===== src/include/gyro_regs_pkg.sv =====
// constants, field layouts and carrier types for the rate sensor register map
package gyro_regs_pkg;
	localparam logic [7:0] ADDR_STATUS_ALIAS = 8'h00;
	localparam logic [7:0] ADDR_X_RATE_HIGH = 8'h01;
	localparam logic [7:0] ADDR_X_RATE_LOW = 8'h02;
	localparam logic [7:0] ADDR_Y_RATE_HIGH = 8'h03;
	localparam logic [7:0] ADDR_Y_RATE_LOW = 8'h04;
	localparam logic [7:0] ADDR_Z_RATE_HIGH = 8'h05;
	localparam logic [7:0] ADDR_Z_RATE_LOW = 8'h06;
	localparam logic [7:0] ADDR_SAMPLE_READY_STATUS = 8'h07;
	localparam logic [7:0] ADDR_BUFFER_STATUS = 8'h08;
	localparam logic [7:0] ADDR_BUFFER_SETUP = 8'h09;
	localparam logic [7:0] ADDR_BUFFER_EVENT = 8'h0a;
	localparam logic [7:0] ADDR_IRQ_SOURCE_FLAGS = 8'h0b;
	localparam logic [7:0] ADDR_DEVICE_IDENTITY = 8'h0c;
	localparam logic [7:0] ADDR_RANGE_FILTER_CONTROL = 8'h0d;
	localparam logic [7:0] ADDR_THRESHOLD_CONFIG = 8'h0e;
	localparam logic [7:0] ADDR_THRESHOLD_EVENT_FLAGS = 8'h0f;
	localparam logic [7:0] ADDR_THRESHOLD_LEVEL = 8'h10;
	localparam logic [7:0] ADDR_THRESHOLD_DEBOUNCE = 8'h11;
	localparam logic [7:0] ADDR_TEMPERATURE = 8'h12;
	localparam logic [7:0] ADDR_MODE_RATE_CONTROL = 8'h13;
	localparam logic [7:0] ADDR_IRQ_CONFIG_CONTROL = 8'h14;
	localparam logic [7:0] ADDR_WRAP_POWER_RANGE_CONTROL = 8'h15;

	localparam logic [7:0] RST_ZERO = 8'h00;
	localparam logic [7:0] RST_THRESHOLD_DEBOUNCE = 8'h01;

	// field positions
	localparam int BUF_MODE_LSB = 6;
	localparam logic [1:0] BUF_MODE_BYPASS = 2'b00;
	localparam int WRAP_TO_FIRST_SAMPLE_BIT = 3;
	localparam int SOFT_RESET_BIT = 6;
	// sample-ready status bit positions
	localparam int XDR_BIT = 0;
	localparam int YDR_BIT = 1;
	localparam int ZDR_BIT = 2;
	localparam int ZYXDR_BIT = 3;
	localparam int XOW_BIT = 4;
	localparam int YOW_BIT = 5;
	localparam int ZOW_BIT = 6;
	localparam int ZYXOW_BIT = 7;

	localparam int BUF_DEPTH = 2;

	typedef struct packed {
		logic [15:0] x;
		logic [15:0] y;
		logic [15:0] z;
	} sample_s;

	// writable configuration, presented to the rest of the device
	typedef struct packed {
		logic [7:0] buffer_setup;
		logic [7:0] range_filter_control;
		logic [7:0] threshold_config;
		logic [7:0] threshold_level;
		logic [7:0] threshold_debounce;
		logic [7:0] mode_rate_control;
		logic [7:0] irq_config_control;
		logic [7:0] wrap_power_range_control;
	} config_s;

	// read-only status produced by blocks outside this one
	typedef struct packed {
		logic [7:0] buffer_status;
		logic [7:0] buffer_event;
		logic [7:0] irq_source_flags;
		logic [7:0] threshold_event_flags;
		logic [7:0] temperature;
	} ext_status_s;

	typedef enum logic {
		XFER_IDLE = 1'b0,
		XFER_BURST = 1'b1
	} xfer_e;
endpackage : gyro_regs_pkg


===== src/design/gyro_register_map_readout.sv =====
// register map, auto-increment pointer and output-sample read-out of the rate sensor
`timescale 1ns/1ps
module gyro_register_map_readout import gyro_regs_pkg::*; #(
	parameter logic [7:0] IDENTITY_CODE = 8'h5a // arbitrary value
) (
	input wire logic clk,
	input wire logic rst_n,
	// register access from the serial protocol engine
	input wire logic acc_start,
	input wire logic [7:0] acc_addr,
	input wire logic acc_stop,
	input wire logic acc_rd,
	input wire logic acc_wr,
	input wire logic [7:0] acc_wdata,
	output logic [7:0] acc_rdata,
	output logic acc_rvalid,
	output logic [7:0] acc_ptr,
	// new acquisitions from the signal chain
	input wire logic smp_valid,
	input wire sample_s smp_data,
	output logic smp_ready,
	// head of the sample buffer
	input wire sample_s head_data,
	output logic head_pop,
	// status from neighbouring blocks
	input wire ext_status_s ext_status,
	output config_s cfg,
	output logic soft_reset_pulse
);
	typedef struct packed {
		xfer_e xfer;
		logic [7:0] ptr;
		logic [7:0] rdata;
		logic rvalid;
		logic pop;
		logic srst;
		config_s cfg;
		logic [5:0][7:0] out;
		logic [2:0][7:0] live_low;
		logic [7:0] dr;
		logic [BUF_DEPTH-1:0][47:0] fifo;
		logic [1:0] count;
	} state_s;

	logic rst_sync1_q;
	logic rst_sync2_q;
	state_s s_q;
	state_s s_d;

	always_ff @(posedge clk or negedge rst_n) begin
		if (!rst_n) begin
			rst_sync1_q <= 1'b0;
			rst_sync2_q <= 1'b0;
		end else begin
			rst_sync1_q <= 1'b1;
			rst_sync2_q <= rst_sync1_q;
		end
	end

	function automatic logic [7:0] next_addr(input logic [7:0] a, input logic wrap_one);
		if (a == ADDR_Z_RATE_LOW) begin
			next_addr = wrap_one ? ADDR_X_RATE_HIGH : ADDR_STATUS_ALIAS;
		end else if (a == ADDR_WRAP_POWER_RANGE_CONTROL) begin
			next_addr = ADDR_STATUS_ALIAS;
		end else begin
			next_addr = a + 8'h01;
		end
	endfunction : next_addr

	function automatic config_s config_reset();
		config_s c;
		c = '0;
		c.buffer_setup = RST_ZERO;
		c.threshold_debounce = RST_THRESHOLD_DEBOUNCE;
		config_reset = c;
	endfunction : config_reset

	logic bypass;
	logic drain;
	logic [1:0] axis_hi_read;
	logic hi_read;
	logic [47:0] head_bytes;
	logic [47:0] fifo_out;
	logic [7:0] rd_val;

	assign bypass = s_q.cfg.buffer_setup[BUF_MODE_LSB +: 2] == BUF_MODE_BYPASS;
	assign head_bytes = head_data;
	assign fifo_out = s_q.fifo[0];
	// samples wait while a burst is open so the six bytes stay coherent
	assign drain = (s_q.count != 2'd0) && (s_q.xfer == XFER_IDLE);
	assign smp_ready = s_q.count != 2'(BUF_DEPTH);

	always_comb begin
		hi_read = 1'b0;
		axis_hi_read = 2'd0;
		// a read that shares its cycle with start or stop is ignored, so it must not clear or pop
		if (acc_rd && !acc_start && !acc_stop && s_q.xfer == XFER_BURST) begin
			case (s_q.ptr)
				ADDR_X_RATE_HIGH: begin
					hi_read = 1'b1;
					axis_hi_read = 2'd0;
				end
				ADDR_Y_RATE_HIGH: begin
					hi_read = 1'b1;
					axis_hi_read = 2'd1;
				end
				ADDR_Z_RATE_HIGH: begin
					hi_read = 1'b1;
					axis_hi_read = 2'd2;
				end
				default: begin
					hi_read = 1'b0;
					axis_hi_read = 2'd0;
				end
			endcase
		end
	end

	always_comb begin
		rd_val = RST_ZERO;
		case (s_q.ptr)
			ADDR_STATUS_ALIAS: rd_val = bypass ? s_q.dr : ext_status.buffer_status;
			ADDR_X_RATE_HIGH: rd_val = bypass ? s_q.out[5] : head_bytes[47:40];
			ADDR_X_RATE_LOW: rd_val = s_q.out[4];
			ADDR_Y_RATE_HIGH: rd_val = s_q.out[3];
			ADDR_Y_RATE_LOW: rd_val = s_q.out[2];
			ADDR_Z_RATE_HIGH: rd_val = s_q.out[1];
			ADDR_Z_RATE_LOW: rd_val = s_q.out[0];
			ADDR_SAMPLE_READY_STATUS: rd_val = s_q.dr;
			ADDR_BUFFER_STATUS: rd_val = ext_status.buffer_status;
			ADDR_BUFFER_SETUP: rd_val = s_q.cfg.buffer_setup;
			ADDR_BUFFER_EVENT: rd_val = ext_status.buffer_event;
			ADDR_IRQ_SOURCE_FLAGS: rd_val = ext_status.irq_source_flags;
			ADDR_DEVICE_IDENTITY: rd_val = IDENTITY_CODE;
			ADDR_RANGE_FILTER_CONTROL: rd_val = s_q.cfg.range_filter_control;
			ADDR_THRESHOLD_CONFIG: rd_val = s_q.cfg.threshold_config;
			ADDR_THRESHOLD_EVENT_FLAGS: rd_val = ext_status.threshold_event_flags;
			ADDR_THRESHOLD_LEVEL: rd_val = s_q.cfg.threshold_level;
			ADDR_THRESHOLD_DEBOUNCE: rd_val = s_q.cfg.threshold_debounce;
			ADDR_TEMPERATURE: rd_val = ext_status.temperature;
			ADDR_MODE_RATE_CONTROL: rd_val = s_q.cfg.mode_rate_control;
			ADDR_IRQ_CONFIG_CONTROL: rd_val = s_q.cfg.irq_config_control;
			ADDR_WRAP_POWER_RANGE_CONTROL: rd_val = s_q.cfg.wrap_power_range_control;
			default: rd_val = RST_ZERO; // reserved space reads zero
		endcase
	end

	always_comb begin
		s_d = s_q;
		s_d.rvalid = 1'b0;
		s_d.pop = 1'b0;
		s_d.srst = 1'b0;

		// new sample raises flags; only in bypass do its high bytes land in the output registers, low bytes wait in live_low
		if (drain) begin
			if (bypass) begin
				s_d.out[5] = fifo_out[47:40];
				s_d.out[3] = fifo_out[31:24];
				s_d.out[1] = fifo_out[15:8];
				s_d.live_low[0] = fifo_out[39:32];
				s_d.live_low[1] = fifo_out[23:16];
				s_d.live_low[2] = fifo_out[7:0];
			end
			s_d.dr[XOW_BIT] = s_q.dr[XOW_BIT] | s_q.dr[XDR_BIT];
			s_d.dr[YOW_BIT] = s_q.dr[YOW_BIT] | s_q.dr[YDR_BIT];
			s_d.dr[ZOW_BIT] = s_q.dr[ZOW_BIT] | s_q.dr[ZDR_BIT];
			s_d.dr[ZYXOW_BIT] = s_q.dr[ZYXOW_BIT] | s_q.dr[ZYXDR_BIT];
		end

		// high-byte reads clear flags unless a sample lands in the same cycle
		if (hi_read) begin
			case (axis_hi_read)
				2'd0: begin
					if (!drain) begin
						s_d.dr[XDR_BIT] = 1'b0;
						s_d.dr[XOW_BIT] = 1'b0;
					end
					if (bypass) begin
						s_d.out[4] = s_q.live_low[0];
					end else begin
						s_d.out[4:0] = head_bytes[39:0];
						s_d.out[5] = head_bytes[47:40];
					end
				end
				2'd1: begin
					if (!drain) begin
						s_d.dr[YDR_BIT] = 1'b0;
						s_d.dr[YOW_BIT] = 1'b0;
					end
					if (bypass) begin
						s_d.out[2] = s_q.live_low[1];
					end
				end
				2'd2: begin
					if (!drain) begin
						s_d.dr[ZDR_BIT] = 1'b0;
						s_d.dr[ZOW_BIT] = 1'b0;
					end
					if (bypass) begin
						s_d.out[0] = s_q.live_low[2];
					end else begin
						s_d.pop = 1'b1;
					end
				end
				default: s_d.pop = 1'b0;
			endcase
		end
		if (drain) begin
			s_d.dr[XDR_BIT] = 1'b1;
			s_d.dr[YDR_BIT] = 1'b1;
			s_d.dr[ZDR_BIT] = 1'b1;
		end
		s_d.dr[ZYXDR_BIT] = s_d.dr[XDR_BIT] | s_d.dr[YDR_BIT] | s_d.dr[ZDR_BIT];
		if (!drain && !s_d.dr[ZYXDR_BIT]) begin
			s_d.dr[ZYXOW_BIT] = 1'b0;
		end

		// two-entry buffer in front of the output registers
		case ({smp_valid && smp_ready, drain})
			2'b10: begin
				s_d.fifo[s_q.count[0]] = smp_data;
				s_d.count = s_q.count + 2'd1;
			end
			2'b01: begin
				s_d.fifo[0] = s_q.fifo[1];
				s_d.count = s_q.count - 2'd1;
			end
			2'b11: begin
				s_d.fifo[0] = (s_q.count == 2'd1) ? smp_data : s_q.fifo[1];
				s_d.fifo[1] = smp_data;
			end
			default: s_d.count = s_q.count;
		endcase

		// register access and auto-increment
		case (s_q.xfer)
			XFER_IDLE: begin
				if (acc_start) begin
					s_d.ptr = acc_addr;
					s_d.xfer = XFER_BURST;
				end
			end
			XFER_BURST: begin
				if (acc_stop) begin
					s_d.xfer = XFER_IDLE;
				end else if (acc_start) begin
					s_d.ptr = acc_addr;
				end else if (acc_rd) begin
					s_d.rdata = rd_val;
					s_d.rvalid = 1'b1;
					s_d.ptr = next_addr(s_q.ptr, s_q.cfg.wrap_power_range_control[WRAP_TO_FIRST_SAMPLE_BIT]);
				end else if (acc_wr) begin
					s_d.ptr = next_addr(s_q.ptr, s_q.cfg.wrap_power_range_control[WRAP_TO_FIRST_SAMPLE_BIT]);
					case (s_q.ptr)
						ADDR_BUFFER_SETUP: s_d.cfg.buffer_setup = acc_wdata;
						ADDR_RANGE_FILTER_CONTROL: s_d.cfg.range_filter_control = acc_wdata;
						ADDR_THRESHOLD_CONFIG: s_d.cfg.threshold_config = acc_wdata;
						ADDR_THRESHOLD_LEVEL: s_d.cfg.threshold_level = acc_wdata;
						ADDR_THRESHOLD_DEBOUNCE: s_d.cfg.threshold_debounce = acc_wdata;
						ADDR_MODE_RATE_CONTROL: begin
							if (acc_wdata[SOFT_RESET_BIT]) begin
								// output registers deliberately keep their contents
								s_d.cfg = config_reset();
								s_d.srst = 1'b1;
							end else begin
								s_d.cfg.mode_rate_control = acc_wdata;
							end
						end
						ADDR_IRQ_CONFIG_CONTROL: s_d.cfg.irq_config_control = acc_wdata;
						ADDR_WRAP_POWER_RANGE_CONTROL: s_d.cfg.wrap_power_range_control = acc_wdata;
						default: s_d.cfg = s_q.cfg;
					endcase
				end
			end
			default: s_d.xfer = XFER_IDLE;
		endcase
	end

	always_ff @(posedge clk or negedge rst_sync2_q) begin
		if (!rst_sync2_q) begin
			s_q <= '0;
			s_q.cfg.threshold_debounce <= RST_THRESHOLD_DEBOUNCE;
			s_q.out <= '0;
		end else begin
			s_q <= s_d;
		end
	end

	assign acc_rdata = s_q.rdata;
	assign acc_rvalid = s_q.rvalid;
	assign acc_ptr = s_q.ptr;
	assign head_pop = s_q.pop;
	assign cfg = s_q.cfg;
	assign soft_reset_pulse = s_q.srst;
endmodule : gyro_register_map_readout


===== config.mk =====
export PLATFORM = sky130hd
export DESIGN_NAME = gyro_register_map_readout
export DESIGN_NICKNAME = d
export VERILOG_FILES = /design/src/include/gyro_regs_pkg.sv /design/src/design/gyro_register_map_readout.sv
export SDC_FILE = /design/constraint.sdc
export NUM_CORES = 1
export LEC_CHECK = 0
export BUFFER_PORTS_ARGS = -buffer_cell sky130_fd_sc_hd__clkbuf_2
export CAP_MARGIN = 20
export CORE_MARGIN = 2
export CORE_UTILIZATION = 45
export DETAILED_ROUTE_END_ITERATION = 16
export HOLD_SLACK_MARGIN = 0.12
export PLACE_DENSITY = 0.66
export SETUP_SLACK_MARGIN = 0.1
export SYNTH_ARGS = -nofsm -noshare
export SYNTH_HDL_FRONTEND = slang
export SYNTH_SLANG_ARGS = --single-unit

===== constraint.sdc =====
create_clock -name clk -period 14.6 [get_ports clk]
set_clock_uncertainty 0.1 [all_clocks]
set_input_delay 2.92 -clock clk [delete_from_list [all_inputs] [get_ports clk]]
set_output_delay 2.92 -clock clk [all_outputs]
set_load 0.05 [all_outputs]

# Word-level counts from Yosys, hierarchy flattened
# Cells that the tools add are included.
# W data, S select, Z words.
classes:
  n_addsub: 3
  multipliers: 0
  div: 0
  order_cmp: 2
  eq_ne: 35
  n_shift: 0
  n_mux: 77
  n_bitwise: 10
  reduce_logical: 43
op_table:
  columns: ["op", "count"]
  rows:
  - ["$mux W65", 5]
  - ["$pmux W8 S22", 1]
  - ["$mux W8", 20]
  - ["$mux W48", 3]
  - ["$pmux W48 S3", 1]
  - ["$pmux W8 S2", 9]
  - ["$bwmux W96", 1]
  - ["$pmux W48 S2", 1]
  - ["$eq A8 B4 Y1 const B", 8]
  - ["$reduce_and A7 Y1", 7]
  - ["$demux W48 S1", 1]
  - ["$eq A8 B5 Y1 const B", 6]
  - ["$mux W41", 1]
  - ["$eq A8 B3 Y1 const B", 4]
  - ["$mux W32", 1]
  - ["$mux W9", 3]
  - ["$reduce_bool A2 Y1", 13]
  - ["$mux W24", 1]
  - ["$mux W1", 19]
  - ["$pmux W9 S2", 1]
  - ["$mux W17", 1]
  - ["$eq A8 B2 Y1 const B", 2]
  - ["$mux W16", 1]
  - ["$ne A2 B2 Y1 const B", 7]
  - ["other kinds (25)", 53]
totals:
  reg_bits: 264
  latch_bits: 0
  ramBits: 0
  romBits: 0
  output_inout_bits: 84
  n_memories: 0

# Depth between registers and ports, before layout
logic_depth:
  depth_word: 14
  depth_mapped: 14

# Worst setup path before layout
# No wires, ideal clock.
synth_path:
  kind: "input -> register"
  from: "in acc_start"
  to: "reg, netlist name cfg[48]"
  setup_time_ps: 125
  arrival_time_ps: 4353
  setup_slack_ps: 10022
  cell_stages: 7
  n_path_buf: 2
  cell_sequence: "nor2_1 and4b_1 buf_1 o21a_1 nor2b_1 buf_2 mux2_2"
synth_via:
  elab_chain_cells: 2
synth_lines:
  columns: ["item", "line", "text"]
  rows:
  - ["start, declared", "gyro_register_map_readout.sv:9", "input wire logic acc_start,"]
  - ["$not A1 Y1 (no source line)", null, null]
  - ["$reduce_and A7 Y1 (no source line)", null, null]
# No other way between the ends.
# A chain may end at the register's enable or synchronous reset.

# Worst setup path in the final report
layout_path:
  from: "reg s_q[0] in the netlist's numbering"
  to: "out smp_ready"
layout_via:
  elab_chain_cells: 1
layout_lines:
  columns: ["item", "line", "text"]
  rows:
  - ["start, declared", "gyro_register_map_readout.sv:47", "state_s s_q;"]
  - ["$ne A2 B2 Y1", "gyro_register_map_readout.sv:91", "assign smp_ready = s_q.count != 2'(BUF_DEPTH);"]
  - ["end, declared", "gyro_register_map_readout.sv:21", "output logic smp_ready,"]
# No other way between the ends.

==> metrics.md <==
| Metric | Value |
|---|---|
| Root Buffer Master | `clkbuf_16` |
| Distinct cell type count of the synthesized netlist | `74` |
| Dominant synthesized flop cell | `dfrtp_1` |
| Synthesized Nets | `around 1700` |
| GR Util met2 | `between 40% and 50%` |
| Synth Area in Adders | `around 1.0%` |
| First-pass GRT wire length | `approximately 67000 um` |
| DRC | `0` |
| Vias in the first global route | `11200` |
| EDFF count, synth | `0` |
| Initial core utilization | `a little under half` |
| I/O Buffers | `241` |
| Synth Area in Simple Gates | `17.4%` |
| DP Wirelength | `between 30000 and 40000 um` |
| Clock Pin Slew Worst Setup and Hold Paths | `0.06 ns` |
| Cts repair resizes | `0` |
| Critical path, cell by cell | `inv_1, ha_1, inv_1, clkbuf_2` |
| Number of hold violations in the final report | `0` |
| GRT Overall Usage | `a little over a quarter` |
| Via Count | `roughly 12000` |
| Req. time, crit path | `between 10 and 15 ns` |
| NumNets Final | `about 1800` |
| Synth warn | `0` |
| Crit start category | `flip-flop` |
| Antenna-violating nets left | `0` |
| Hold-fix buffers, CTS | `0` |
| XOR/XNOR Fraction of Synth Area | `less than 1%` |
| Gr ovfl total | `0` |
| Routed len/inst | `around 22 um` |
| Peak supply drop | `116 uV` |
| Largest net degree at the start of global routing | `97` |
| Async S/R FF share, synth | `100%` |
| Initial DRC Count | `between 1000 and 1500` |
| H-tree depth | `1` |
| Final wirelength | `between 40000 and 50000 um` |
| Max-cap viol count | `0` |
| Crit-path max FO | `53` |
| Post-CTS Repair Setup Buffers | `0` |
| HP Class | `reg2reg` |
| GRT Max-Usage Layer | `met2` |
| GR Layer Usage met1 | `around two fifths` |
| Pwr dens | `about 180 mW/mm2` |
| Die Y | `approximately 180 um` |
| Reg2reg start | `s_q[0]` |
| CP Class | `reg2out` |
| Final Setup Violations | `0` |
| Leakage Power | `approximately 7.3 nW` |
| Fin area | `0.0156 mm2` |
| Ratio of cells with drive above 1 in the final layout | `between 20% and 30%` |
| GR Util met3 | `~3.3%` |
| WP data arrival | `~2.4 ns` |
| TritonCTS Sinks | `roughly 260` |
| Post-layout min period | `about 5.5 ns` |
| CTS tree | `done` |
| Critical Path End Type | `output pin` |
| Synth-to-Final Area Change | `13.7%` |
| Synth top area cells | `dfrtp_1 48%, nand2_1 8.6%, buf_4 4.4%` |
| Seq/Total Area, Yosys | `between 40% and 50%` |
| Post-synthesis mux area share | `6.16%` |
| Row cnt | `63` |
| Via density | `around 5.8` |
| Slew headroom | `between 20% and 30%` |
| Post-DP Area | `between 0.01 and 0.015 mm2` |
| Post-synth top area share | `47.9%` |
| Reg2Reg Setup Slack | `between 10 and 15 ns` |
| First drt pass iteration count | `6` |
| Fmax achieved | `183 MHz` |
| Largest family of logic cells by synthesized area | `compound AO/OA/AOI/OAI gates` |
| Diodes inserted | `0` |
| Total CTS buffers | `29` |
| Status | `finished clean` |
| Synth Register Bits | `approximately 260` |
| Fin. max-slew vios | `0` |
| Leading area contributor after synthesis | `dfrtp_1` |
| Synth Cell Area | `approximately 0.014 mm2` |
| Critical path's most frequent cell | `inv_1` |
| Initial antenna violation count | `0` |
| Post-synthesis compound-gate area fraction | `about a fifth` |
| DIE WIDTH | `between 150 and 200 um` |
| Total Die Area | `roughly 0.032 mm2` |
| Hold Startpoint | `rst_sync1_q` |
| TNS Setup | `0 ns` |
| Slew @ Worst Pin | `around 1.1 ns` |
| Slowest CP cell | `dfrtp_2` |
| Crit share post-route | `between 30% and 40%` |
| Syn Area/Cell | `9.13 um2` |
| Clk Latency, worst-skew pair | `0.57 ns` |
| Final GP Congestion | `between 0.9 and 1` |
| Mapped Cells | `1501` |
| RSZ-0062 raised after global routing | `no` |
| Clock Path Buffers | `3` |
| Core Footprint | `~0.030 mm2` |
| Worst stage delay on the critical path | `approximately 1.1 ns` |
| Ports | `around 240` |
| Crit. Startpoint | `s_q[0]` |
-- synth_stat cells, types with 6 or more instances --
master,instances
o21ai_0,84
nor2_1,119
nor2b_1,9
and3_1,12
a311oi_1,7
clkbuf_1,85
buf_4,80
buf_1,10
nand3_1,22
nand2_1,314
a32oi_1,11
buf_2,11
a22o_1,7
a32o_1,7
nand3b_1,8
mux2i_1,18
a22oi_1,77
nor3_1,18
ha_1,11
and2_1,12
a21oi_1,85
mux2_4,15
o22ai_1,23
mux2_2,39
dfrtp_1,262
a211oi_1,6
inv_1,19
a31oi_1,32
-- logic make-up (layout without fill, tap and decap cells) --
logic type | count (synthesis) | after routing
xor+xnor | 2 | 2
flops | 263 | 263
compound gates | 390 | 390
fa+ha+maj | 11 | 11
mux | 72 | 72
buf+inv | 213 | 337
simple gates | 548 | 548
other cells | 2 | 2
-- through the flow --
step	setup slack (ns)	util, %	power, W	cells	hold slack, ns
2_1_floorplan	6.63	-	0.00178	1501	0.231
3_3_place_gp	8.87	48.7	0.00201	1960	0.238
3_5_place_dp	8.79	48.7	0.00203	1960	0.240
4_1_cts	9.12	52.1	0.00281	2012	0.256
5_1_grt	9.03	52.3	0.00298	2015	0.267
6_report	9.14	52.3	0.00281	2015	0.255
-- worst paths after layout --
check,to,cells past startpoint
worst min-delay path,rst_sync2_q,0
min in group asynchronous,s_q[53],0
worst max register to register,fifo_out[11],10
worst max-delay path,smp_ready,4
max in group asynchronous,cfg[17],2
worst min register to register,rst_sync2_q,0
-- where the power goes --
part           internal, W  switching, W  total [W]  leakage (nW)
clock network     0.000467      0.000306   0.000773         0.496
logic             0.000296      0.000612   0.000907          3.43
registers         0.000947      0.000184    0.00113          3.36
-- final cells by class --
class	count	area (um2)
clock buffer	39	823
clock inverter	13	189
fill	2840	14200
inverter	21	83.8
multi-input combinational	1025	6010
sequential	263	6590
tap	390	488
timing repair buffer	264	1400
-- cell usage in the layout (no fill, tap or decap), types with 11 or more instances in the layout --
master / count
dfrtp_1: 260
mux2_4: 15
buf_4: 21
nand2_1: 314
inv_1: 19
mux2_2: 39
nor2_1: 117
a32oi_1: 11
a31oi_1: 32
nor3_1: 18
and3_1: 12
mux2i_1: 18
nand3_1: 21
ha_1: 11
o22ai_1: 23
clkbuf_16: 29
o21ai_0: 84
a22oi_1: 77
a21oi_1: 82
clkbuf_2: 241
and2_1: 12
-- worst max-delay path, delay by kind of cell, from the launching register on --
| kind | cells | cell delay (ns) |
|---|---|---|
| fa+ha+maj | 1 | 0.26 |
| flops | 1 | 1.07 |
| buf+inv | 3 | 0.55 |
-- routing by layer --
metal | wire, um | share of wire (%)
met4 | 2180 | 5.0
met1 | 18700 | 43
met5 | 0 | 0
met3 | 3350 | 7.7
met2 | 19500 | 45
-- sequential cells by signal, summed over array words and instances, names as in the netlist --
register / flops
soft_reset_pulse: 1
acc_rdata: 8
head_pop: 1
acc_ptr: 8
rst_sync1_q: 1
cfg: 63
s_q: 131
rst_sync2_q: 1
acc_rvalid: 1
fifo_out: 48
Power figures use the tool's default switching activity.
